`config.mk`:
```
export PLATFORM = sky130hd
export DESIGN_NAME = ocs_output_clock_sync
export DESIGN_NICKNAME = d
export VERILOG_FILES = /design/src/shared/ocs_pkg.sv /design/src/core/ocs_output_clock_sync.sv
export SDC_FILE = /design/constraint.sdc
export NUM_CORES = 1
export LEC_CHECK = 0
export ABC_CLOCK_PERIOD_IN_PS = 7900
export BUFFER_PORTS_ARGS = -buffer_cell sky130_fd_sc_hd__buf_2
export CAP_MARGIN = 15
export CORE_MARGIN = 1.5
export CORE_UTILIZATION = 54
export CTS_BUF_LIST = sky130_fd_sc_hd__clkbuf_4 sky130_fd_sc_hd__clkbuf_8 sky130_fd_sc_hd__clkbuf_16
export DETAILED_ROUTE_END_ITERATION = 10
export GPL_TIMING_DRIVEN = 0
export PLACE_DENSITY_LB_ADDON = 0.25
export SLEW_MARGIN = 20
export SYNTH_ARGS = -nofsm -noshare
export SYNTH_HDL_FRONTEND = slang
export SYNTH_SLANG_ARGS = --single-unit
```
`constraint.sdc`:
```
create_clock -name mclk_i -period 7.9 [get_ports mclk_i]
set_input_delay 1.58 -clock mclk_i [delete_from_list [all_inputs] [get_ports mclk_i]]
set_output_delay 1.58 -clock mclk_i [all_outputs]
set_load 0.1 [all_outputs]
```
`src/shared/ocs_pkg.sv`:
```
// Package for the output clock and sync control block.
// Assumes a 32-bit AXI4-Lite register bus and word-aligned registers.
package ocs_pkg;
  // --------------------------------------------------------------------------
  // Register map (index, byte address is four times the index)
  // --------------------------------------------------------------------------
  localparam logic [3:0] IDX_CTRL = 4'h0;
  localparam logic [3:0] IDX_TAD = 4'h1;
  localparam logic [3:0] IDX_STATUS = 4'h2;
  localparam logic [3:0] IDX_PHASE = 4'he;
  localparam int ADDR_W = 6;
  // CTRL fields
  localparam int CTRL_DEMUX = 0;
  localparam int CTRL_RST_EN = 1;
  localparam int CTRL_PSS = 2;
  localparam int CTRL_SECONDARY = 3;
  localparam logic [3:0] CTRL_RESET = 4'h1;
  // PHASE fields: bits 4:3, bit 3 high selects the 90 degree option
  localparam int PHASE_LSB = 3;
  localparam int PHASE_MSB = 4;
  localparam logic [1:0] PHASE_RESET = 2'h1;
  // TAD field: sampling-edge shift of the output clock
  localparam logic [1:0] TAD_RESET = 2'h0;
  // STATUS fields
  localparam int STAT_PHASE_LSB = 0;
  localparam int STAT_HOLD = 2;
  localparam int STAT_WAIT = 3;
  localparam int STAT_PRIMED = 4;
  // --------------------------------------------------------------------------
  // Timing counts in sampling-clock edges, AXI response codes and sample width
  // --------------------------------------------------------------------------
  localparam logic [2:0] SYNC_DLY_90 = 3'h4;
  localparam logic [2:0] SYNC_DLY_0 = 3'h5;
  localparam logic [1:0] REF_ALIGN_PHASE = 2'h2;
  localparam logic [1:0] AXI_OKAY = 2'h0;
  localparam logic [1:0] AXI_SLVERR = 2'h2;
  localparam int SAMPLE_W = 12;
  // --------------------------------------------------------------------------
  // Types
  // --------------------------------------------------------------------------
  typedef struct packed {
    logic ovr;
    logic [SAMPLE_W-1:0] data;
  } ocs_sample_s;
  typedef enum logic [2:0] {
    ST_RUN = 3'b001,
    ST_HOLD = 3'b010,
    ST_WAIT = 3'b100
  } ocs_state_e;
endpackage
```
`src/core/ocs_output_clock_sync.sv`:
```
// Output clock generation, data alignment and multi-device sync control.
// Assumes sampling clock, reset pulse and reference clock arrive unsynchronised.
// Contract
// Sample words leave at the same aggregate rate they are sampled.
// Receiver may capture one demux bus only, halving the data rate.
// Non-demux: data on main buses only, delayed buses not driven.
// Q powered down: Q bus, Q clock and Q over-range are idle.
// Clock reset works only in extended control mode, disabled after reset.
// I and Q output clocks identical and in phase while Q is powered up; Q clock held low in power down.
// Reset pulse has a minimum width and timed release by the far end.
// Reset pulse may assert asynchronously; the device accepts it.
// While reset held: demux holds clock high, non-demux keeps toggling.
// A narrow clock glitch may precede the held state.
// 90 degree option: sync edge 4 edges after first edge after release.
// 0 degree option: sync edge 5 edges after first edge after release.
// Output clock resumes after a fixed output delay.
// First pulse after power-on leaves phase undefined; later ones repeatable.
// Controller issues one throwaway pulse before the aligning pulse.
// Software programs identical phase-select bits in every primary device.
// Secondary continuously aligns to primary, recovering next clock cycle.
// Demux clock has four phases; secondary picks phase from reference.
// Primary/secondary sync is enabled only through control registers.
// Output clock derives from sampling clock, shifted by aperture adjust.
// Reassertion before sync edge abandons alignment and restarts the count.
`timescale 1ns/1ps
`default_nettype none
module ocs_output_clock_sync (
  input wire logic mclk_i,
  input wire logic reset_i,
  input wire logic ce_i,
  // AXI4-Lite slave
  input wire logic [ocs_pkg::ADDR_W-1:0] s_axi_awaddr_i,
  input wire logic s_axi_awvalid_i,
  output logic s_axi_awready_o,
  input wire logic [31:0] s_axi_wdata_i,
  input wire logic [3:0] s_axi_wstrb_i,
  input wire logic s_axi_wvalid_i,
  output logic s_axi_wready_o,
  output logic [1:0] s_axi_bresp_o,
  output logic s_axi_bvalid_o,
  input wire logic s_axi_bready_i,
  input wire logic [ocs_pkg::ADDR_W-1:0] s_axi_araddr_i,
  input wire logic s_axi_arvalid_i,
  output logic s_axi_arready_o,
  output logic [31:0] s_axi_rdata_o,
  output logic [1:0] s_axi_rresp_o,
  output logic s_axi_rvalid_o,
  input wire logic s_axi_rready_i,
  // Converter side
  input wire logic samp_clk_i,
  input wire ocs_pkg::ocs_sample_s i_sample_i,
  input wire ocs_pkg::ocs_sample_s q_sample_i,
  input wire logic out_clock_reset_in_i,
  input wire logic q_powerdown_in_i,
  input wire logic extended_control_mode_i,
  input wire logic ref_clk_i,
  // Output side
  output ocs_pkg::ocs_sample_s i_main_bus_o,
  output ocs_pkg::ocs_sample_s i_delayed_bus_o,
  output logic i_delayed_bus_oe_n_o,
  output ocs_pkg::ocs_sample_s q_main_bus_o,
  output ocs_pkg::ocs_sample_s q_delayed_bus_o,
  output logic q_delayed_bus_oe_n_o,
  output logic i_out_clock_o,
  output logic q_out_clock_o,
  output logic sync_ref_out_a_o,
  output logic sync_ref_out_b_o
);
  // --------------------------------------------------------------------------
  // Input synchronisers
  // --------------------------------------------------------------------------
  localparam int NSYNC = 5 + 2 * $bits(ocs_pkg::ocs_sample_s);
  logic [NSYNC-1:0] pin_meta_q;
  logic [NSYNC-1:0] pin_sync_q;
  wire [NSYNC-1:0] pin_raw = {samp_clk_i, out_clock_reset_in_i, q_powerdown_in_i,
                              extended_control_mode_i, ref_clk_i, i_sample_i, q_sample_i};
  always_ff @(posedge mclk_i or posedge reset_i) begin
    if (reset_i) begin
      pin_meta_q <= '0;
      pin_sync_q <= '0;
    end else if (ce_i) begin
      pin_meta_q <= pin_raw;
      pin_sync_q <= pin_meta_q;
    end
  end
  wire samp_s = pin_sync_q[NSYNC-1];
  wire rst_s = pin_sync_q[NSYNC-2];
  wire qpd_s = pin_sync_q[NSYNC-3];
  wire ecm_s = pin_sync_q[NSYNC-4];
  wire ref_s = pin_sync_q[NSYNC-5];
  ocs_pkg::ocs_sample_s i_smp_s;
  ocs_pkg::ocs_sample_s q_smp_s;
  assign {i_smp_s, q_smp_s} = pin_sync_q[NSYNC-6:0];
  // Edge detection on the synchronised copies only
  logic samp_d1_q;
  logic ref_d1_q;
  logic qpd_d1_q;
  always_ff @(posedge mclk_i or posedge reset_i) begin
    if (reset_i) begin
      samp_d1_q <= 1'b0;
      ref_d1_q <= 1'b0;
      qpd_d1_q <= 1'b0;
    end else if (ce_i) begin
      samp_d1_q <= samp_s;
      ref_d1_q <= ref_s;
      qpd_d1_q <= qpd_s;
    end
  end
  wire se = samp_s & ~samp_d1_q;
  wire ref_rise = ref_s & ~ref_d1_q;
  wire qpd_fall = qpd_d1_q & ~qpd_s;
  // Data bits may resolve a cycle after the strobe, so capture waits one cycle
  logic se_q;
  always_ff @(posedge mclk_i or posedge reset_i) begin
    if (reset_i) begin
      se_q <= 1'b0;
    end else if (ce_i) begin
      se_q <= se;
    end
  end
  // --------------------------------------------------------------------------
  // Registers
  // --------------------------------------------------------------------------
  logic [3:0] ctrl_q;
  logic [1:0] tad_q;
  logic [1:0] phsel_q;
  wire demux = ctrl_q[ocs_pkg::CTRL_DEMUX];
  wire rst_act = rst_s & ecm_s & ctrl_q[ocs_pkg::CTRL_RST_EN];
  wire secondary = ctrl_q[ocs_pkg::CTRL_PSS] & ctrl_q[ocs_pkg::CTRL_SECONDARY];
  wire sel_90 = phsel_q[0];
  // --------------------------------------------------------------------------
  // AXI4-Lite slave
  // --------------------------------------------------------------------------
  logic aw_have_q;
  logic w_have_q;
  logic [3:0] aw_idx_q;
  logic aw_err_q;
  logic [31:0] wdata_q;
  logic [3:0] wstrb_q;
  logic bvalid_q;
  logic [1:0] bresp_q;
  logic rvalid_q;
  logic [31:0] rdata_q;
  logic [1:0] rresp_q;
  assign s_axi_awready_o = ~aw_have_q & ~bvalid_q;
  assign s_axi_wready_o = ~w_have_q & ~bvalid_q;
  assign s_axi_arready_o = ~rvalid_q;
  assign s_axi_bvalid_o = bvalid_q;
  assign s_axi_bresp_o = bresp_q;
  assign s_axi_rvalid_o = rvalid_q;
  assign s_axi_rdata_o = rdata_q;
  assign s_axi_rresp_o = rresp_q;
  wire aw_take = s_axi_awvalid_i & s_axi_awready_o;
  wire w_take = s_axi_wvalid_i & s_axi_wready_o;
  wire ar_take = s_axi_arvalid_i & s_axi_arready_o;
  wire wr_go = aw_have_q & w_have_q;
  wire [3:0] aw_idx = s_axi_awaddr_i[ocs_pkg::ADDR_W-1:2];
  wire [3:0] ar_idx = s_axi_araddr_i[ocs_pkg::ADDR_W-1:2];
  wire aw_ok = (aw_idx == ocs_pkg::IDX_CTRL) | (aw_idx == ocs_pkg::IDX_TAD) |
               (aw_idx == ocs_pkg::IDX_PHASE);
  wire wr_ctrl = wr_go & ~aw_err_q & (aw_idx_q == ocs_pkg::IDX_CTRL) & wstrb_q[0];
  wire wr_tad = wr_go & ~aw_err_q & (aw_idx_q == ocs_pkg::IDX_TAD) & wstrb_q[0];
  wire wr_phase = wr_go & ~aw_err_q & (aw_idx_q == ocs_pkg::IDX_PHASE) & wstrb_q[0];
  always_ff @(posedge mclk_i or posedge reset_i) begin
    if (reset_i) begin
      aw_have_q <= 1'b0;
      w_have_q <= 1'b0;
      aw_idx_q <= '0;
      aw_err_q <= 1'b0;
      wdata_q <= '0;
      wstrb_q <= '0;
      bvalid_q <= 1'b0;
      bresp_q <= ocs_pkg::AXI_OKAY;
    end else if (ce_i) begin
      if (aw_take) begin
        aw_have_q <= 1'b1;
        aw_idx_q <= aw_idx;
        aw_err_q <= ~aw_ok;
      end
      if (w_take) begin
        w_have_q <= 1'b1;
        wdata_q <= s_axi_wdata_i;
        wstrb_q <= s_axi_wstrb_i;
      end
      if (wr_go) begin
        aw_have_q <= 1'b0;
        w_have_q <= 1'b0;
        bvalid_q <= 1'b1;
        bresp_q <= aw_err_q ? ocs_pkg::AXI_SLVERR : ocs_pkg::AXI_OKAY;
      end else if (bvalid_q & s_axi_bready_i) begin
        bvalid_q <= 1'b0;
      end
    end
  end
  always_ff @(posedge mclk_i or posedge reset_i) begin
    if (reset_i) begin
      ctrl_q <= ocs_pkg::CTRL_RESET;
      tad_q <= ocs_pkg::TAD_RESET;
      phsel_q <= ocs_pkg::PHASE_RESET;
    end else if (ce_i) begin
      if (wr_ctrl) begin
        ctrl_q <= wdata_q[3:0];
      end
      if (wr_tad) begin
        tad_q <= wdata_q[1:0];
      end
      if (wr_phase) begin
        phsel_q <= wdata_q[ocs_pkg::PHASE_MSB:ocs_pkg::PHASE_LSB];
      end
    end
  end
  // --------------------------------------------------------------------------
  // Clock reset sequencing
  // --------------------------------------------------------------------------
  ocs_pkg::ocs_state_e state_q;
  logic [2:0] cnt_q;
  logic [1:0] phase_q;
  logic primed_q;
  wire [2:0] sync_dly = sel_90 ? ocs_pkg::SYNC_DLY_90 : ocs_pkg::SYNC_DLY_0;
  wire sync_edge = (state_q == ocs_pkg::ST_WAIT) & se & (cnt_q == sync_dly);
  wire held = demux & (state_q != ocs_pkg::ST_RUN);
  always_ff @(posedge mclk_i or posedge reset_i) begin
    if (reset_i) begin
      state_q <= ocs_pkg::ST_RUN;
      cnt_q <= '0;
    end else if (ce_i) begin
      unique case (state_q)
        ocs_pkg::ST_RUN: begin
          if (rst_act) begin
            state_q <= ocs_pkg::ST_HOLD;
          end
        end
        ocs_pkg::ST_HOLD: begin
          if (!rst_act && se) begin
            state_q <= ocs_pkg::ST_WAIT;
            cnt_q <= 3'h1;
          end
        end
        ocs_pkg::ST_WAIT: begin
          if (rst_act) begin
            state_q <= ocs_pkg::ST_HOLD;
          end else if (sync_edge) begin
            state_q <= ocs_pkg::ST_RUN;
          end else if (se) begin
            cnt_q <= cnt_q + 3'h1;
          end
        end
        default: begin
          state_q <= ocs_pkg::ST_RUN;
        end
      endcase
    end
  end
  // Phase counter: four phases of the sampling clock in demux
  always_ff @(posedge mclk_i or posedge reset_i) begin
    if (reset_i) begin
      phase_q <= '0;
      primed_q <= 1'b0;
    end else if (ce_i) begin
      if (sync_edge) begin
        primed_q <= 1'b1;
      end else if (qpd_fall) begin
        primed_q <= 1'b0;
      end
      if (sync_edge && primed_q) begin
        phase_q <= '0;
      end else if (secondary && ref_rise) begin
        phase_q <= ocs_pkg::REF_ALIGN_PHASE;
      end else if (se) begin
        phase_q <= phase_q + 2'h1;
      end
    end
  end
  // First pulse leaves the phase free-running, so alignment needs a second one
  wire [1:0] shifted = phase_q + tad_q;
  wire clk_raw = demux ? shifted[1] : shifted[0];
  wire clk_d = held | clk_raw;
  // --------------------------------------------------------------------------
  // Data capture
  // --------------------------------------------------------------------------
  ocs_pkg::ocs_sample_s i_pend_q;
  ocs_pkg::ocs_sample_s q_pend_q;
  ocs_pkg::ocs_sample_s i_main_q;
  ocs_pkg::ocs_sample_s i_del_q;
  ocs_pkg::ocs_sample_s q_main_q;
  ocs_pkg::ocs_sample_s q_del_q;
  logic out_clk_q;
  logic del_oe_n_q;
  // Phase has already stepped when the delayed capture lands, so parity flips
  wire slot_even = phase_q[0];
  always_ff @(posedge mclk_i or posedge reset_i) begin
    if (reset_i) begin
      i_pend_q <= '0;
      q_pend_q <= '0;
      i_main_q <= '0;
      i_del_q <= '0;
      q_main_q <= '0;
      q_del_q <= '0;
    end else if (ce_i && se_q) begin
      if (!demux) begin
        i_main_q <= i_smp_s;
        q_main_q <= q_smp_s;
      end else if (slot_even) begin
        i_pend_q <= i_smp_s;
        q_pend_q <= q_smp_s;
      end else begin
        i_main_q <= i_pend_q;
        q_main_q <= q_pend_q;
        i_del_q <= i_smp_s;
        q_del_q <= q_smp_s;
      end
    end
  end
  // Fixed one-cycle output stage gives a constant delay to the pins
  always_ff @(posedge mclk_i or posedge reset_i) begin
    if (reset_i) begin
      out_clk_q <= 1'b0;
      del_oe_n_q <= 1'b0;
    end else if (ce_i) begin
      out_clk_q <= clk_d;
      del_oe_n_q <= ~demux;
    end
  end
  // --------------------------------------------------------------------------
  // Outputs
  // --------------------------------------------------------------------------
  assign i_out_clock_o = out_clk_q;
  assign q_out_clock_o = out_clk_q & ~qpd_s;
  assign sync_ref_out_a_o = out_clk_q;
  assign sync_ref_out_b_o = out_clk_q;
  assign i_main_bus_o = i_main_q;
  assign i_delayed_bus_o = i_del_q;
  assign i_delayed_bus_oe_n_o = del_oe_n_q;
  assign q_main_bus_o = qpd_s ? '0 : q_main_q;
  assign q_delayed_bus_o = qpd_s ? '0 : q_del_q;
  assign q_delayed_bus_oe_n_o = del_oe_n_q | qpd_s;
  // --------------------------------------------------------------------------
  // Read path
  // --------------------------------------------------------------------------
  wire [31:0] status_w = {27'h0, primed_q, state_q == ocs_pkg::ST_WAIT, state_q == ocs_pkg::ST_HOLD, phase_q};
  wire [31:0] rd_mux = (ar_idx == ocs_pkg::IDX_CTRL) ? {28'h0, ctrl_q} :
                       (ar_idx == ocs_pkg::IDX_TAD) ? {30'h0, tad_q} :
                       (ar_idx == ocs_pkg::IDX_STATUS) ? status_w :
                       (ar_idx == ocs_pkg::IDX_PHASE) ? {27'h0, phsel_q, 3'h0} : 32'h0;
  wire ar_ok = (ar_idx == ocs_pkg::IDX_CTRL) | (ar_idx == ocs_pkg::IDX_TAD) |
               (ar_idx == ocs_pkg::IDX_STATUS) | (ar_idx == ocs_pkg::IDX_PHASE);
  always_ff @(posedge mclk_i or posedge reset_i) begin
    if (reset_i) begin
      rvalid_q <= 1'b0;
      rdata_q <= '0;
      rresp_q <= ocs_pkg::AXI_OKAY;
    end else if (ce_i) begin
      if (ar_take) begin
        rvalid_q <= 1'b1;
        rdata_q <= rd_mux;
        rresp_q <= ar_ok ? ocs_pkg::AXI_OKAY : ocs_pkg::AXI_SLVERR;
      end else if (rvalid_q & s_axi_rready_i) begin
        rvalid_q <= 1'b0;
      end
    end
  end
endmodule
`default_nettype wire

```
==> impl_results.md <==
- CP Capture Type: output port
- Share of the synthesized area in the top cell type: 0.571
- Distinct cells, synth: 51
- Vias in the first global route: approximately 5400
- Worst path arrival time: 1.90 ns
- Reg2reg end: i_delayed_bus_o[5]
- Nets: 876
- Sequential-to-total area share from yosys stat: 0.581
- Setup TNS: 0 ns
- First-pass GRT wire length: ~27 mm
- Required @ worst endpoint: approximately 6.3 ns
- RSZ-0062 raised after global routing: no
- Pre-Repair DR Iteration Count: 7
- Hold buffers post-CTS: 0
- Final worst-path cycle share: 0.441
- Fmax: ~290 MHz
- Critical path class: reg -> out
- Top cells by area, synth: dfrtp_1 57%, mux2_2 18%, mux2i_1 3.8%
- Final Hold Viols: 0
- Flop and latch count out of synthesis: 185
- YS warnings: 0
- Switching Fraction: 0.451
- Clock-pin slew on the worst setup and hold paths: about 0.07 ns
- Worst-Margin Slew: 0.813 ns
- Final setup vio count: 0
- Width of the die: approximately 120 um
- Main synth FF type: dfrtp_1
- Largest net degree at the start of global routing: 110
- Post-Syn Area: between 7000 and 8000 sq um
- Hpwl dp: around 11 mm
- Syn Inst Count: 619
- Wire per inst: ~17 um
- Hold Crit Class: reg -> reg
- Design area: 9530 sq um
- DRC errors left: 0
- Antenna Nets Post-Route: 0
- Cell Int Power: between 1.5 and 2 mW
- Reg2reg start: ctrl_q[0]
- Worst setup path startpoint: pin_sync_q[28]
- Seq pwr share: 0.374
- Clock power share: 0.235
- Commonest cells in the netlist: 182 x dfrtp_1, 131 x mux2_2, 49 x nand2_1, 35 x o21ai_0, 32 x buf_4
- Row cnt: 44
- Psw: between 1.5 and 2 mW
- Leak: roughly 4.7 nW
- Clock latency on the worst-skew pair: 0.43 ns
- Cell Pwr Density: 374 nW/um^2
- Period minus WS final: 3.48 ns
- Logic pwr share: 0.392
- Flop2flop setup slack: 5.77 ns
- Peak VDD IR: between 200 and 250 uV
- Core ar.: between 10000 and 15000 sq um
- Cts bufs inserted: 17
- Via count: ~5200
- GRT overflow: 0
- Max cap viols: 0
- Clock Tree Buf Depth: 2
- Depth of the CTS H-tree: 4
- CP startpoint kind: register
- Final wirelength: 16.3 mm
- Post-CTS resize count: 0
- Port Buf Inserts: 120
- Die ar.: ~16000 sq um
- Initial core utilization: 0.551
- Final Skew: approximately 0.012 ns
- Top Ports: between 150 and 200
- Tot GR Track Use: 0.218
- Syn avg cell area: between 10 and 15 sq um
- Fraction of layout cells with a size suffix above 1: 0.416
- Vias per cell: between 5 and 6
- Die H: about 120 um
- Cells on worst reg2reg path: 4
- Number of flops mapped to enable cells by yosys: 0
- DR iter-0 viols: around 380
- Fin cells: slightly below 1000
- Clk sink count: between 150 and 200
- DP Area: 8950 sq um
- Fillcell total: roughly 1100
- Outcome: finished, final reports clean
- Setup Buffers After CTS: 0
- Area added between synthesis and finish: 19.4%
- Initial antenna violation count: 1
- Yosys top cell by area: dfrtp_1
- Most frequent cell after synthesis: dfrtp_1
- Placed Instances: about 950
- Relative slew slack: 0.458
- TritonCTS clock tree: done
- Crit Path Max Fanout: 10
- Slew Viols, Final: 0
- Gp weighted congestion: around 0.84
- Root Buffer Master: clkbuf_16
- Setup crit end: q_delayed_bus_oe_n_o
- Asr flop ratio synth: 1.00
[worst max-delay path, cell delays in order (launching register included)]
cell      delay (ns)
dfrtp_1         0.38
clkbuf_1        0.47
or2_2           0.21
buf_2           0.41
[through the flow]
stage                     hold slack [ns]  worst slack, ns  power (mW)  utilization
after detailed placement            0.466             4.72        2.74        0.618
final                               0.475             4.42        3.56        0.658
after floorplan                     0.442             1.30        2.49            -
after global routing                0.507             4.32        3.71        0.658
after CTS                           0.482             4.37        3.58        0.658
after global placement              0.458           -0.363        2.70        0.616
[cell type report]
type                            count  area, sq um  share of cell area
Sequential cell                   185         4630               0.486
Inverter                            9         41.3             0.00433
Buffer                             66          388              0.0407
Timing Repair Buffer              121          628              0.0659
Tap cell                          184          230              0.0242
Antenna cell                        1         2.50            0.000263
Clock inverter                     12          130              0.0137
Multi-Input combinational cell    387         3030               0.318
Clock buffer                       20          448              0.0470
[power groups by stage]
stage	sequential (mW)	combinational (mW)	clock, mW
3_5_place_dp	1.34	1.40	0
6_report	1.33	1.40	0.836
2_1_floorplan	1.72	0.768	0
4_1_cts	1.33	1.40	0.847
5_1_grt	1.36	1.46	0.887
3_3_place_gp	1.33	1.37	0
[state kept, by name (all words and copies together) (netlist names), 5 cells and up]
register,count
i_pend_q,13
q_del_q,13
wdata_q,5
q_main_q,13
pin_sync_q,31
q_pend_q,13
i_main_bus_o,13
pin_meta_q,31
i_delayed_bus_o,13
s_axi_rdata_o,5
[metal layers]
layer  part of all wire  vias up  global-route usage
met2               0.48      150               0.356
met4              0.019        2              0.0784
met3              0.055       27              0.0550
met1               0.44     2601               0.284
met5            0.00080        -                   0
li1                   -     2430                   -
[cells in the final DEF, fill, tap and decap left out, types with 4 or more instances in the layout]
cell type,instances
mux2i_1,30
inv_1,8
dfrtp_1,182
xnor2_1,4
a22o_1,5
nand3_1,9
nand2_1,49
nor2_1,9
a21o_1,4
buf_1,5
buf_4,32
mux2_2,131
and3_1,4
buf_2,130
nor2b_1,29
o21ai_0,35
mux2_1,5
conb_1,29
clkbuf_16,17
clkbuf_1,18
inv_6,5
[cells by family after synthesis]
family | Yosys count | synth area share
DFF | 185 | 0.581
muxes | 167 | 0.231
and+or+nand+nor | 122 | 0.0783
buffers and inverters | 75 | 0.0528
AOI/OAI and AO/OA | 62 | 0.0477
xor gates and xnor gates | 5 | 0.00549
adders and majority gates | 2 | 0.00314
other | 1 | 0.000470
[worst min-delay path by stage]
stage | from | end | cells past startpoint
final | i_main_bus_o[10] | i_main_bus_o[10] | 2
after global placement | s_axi_rresp_o[1] | s_axi_rresp_o[1] | 1
after global routing | s_axi_rresp_o[1] | s_axi_rresp_o[1] | 1
after detailed placement | i_main_bus_o[10] | i_main_bus_o[10] | 2
after floorplan | q_main_q[0] | q_main_q[0] | 2
after CTS | q_main_q[8] | q_main_q[8] | 2
(Power assumes the default switching activity.)
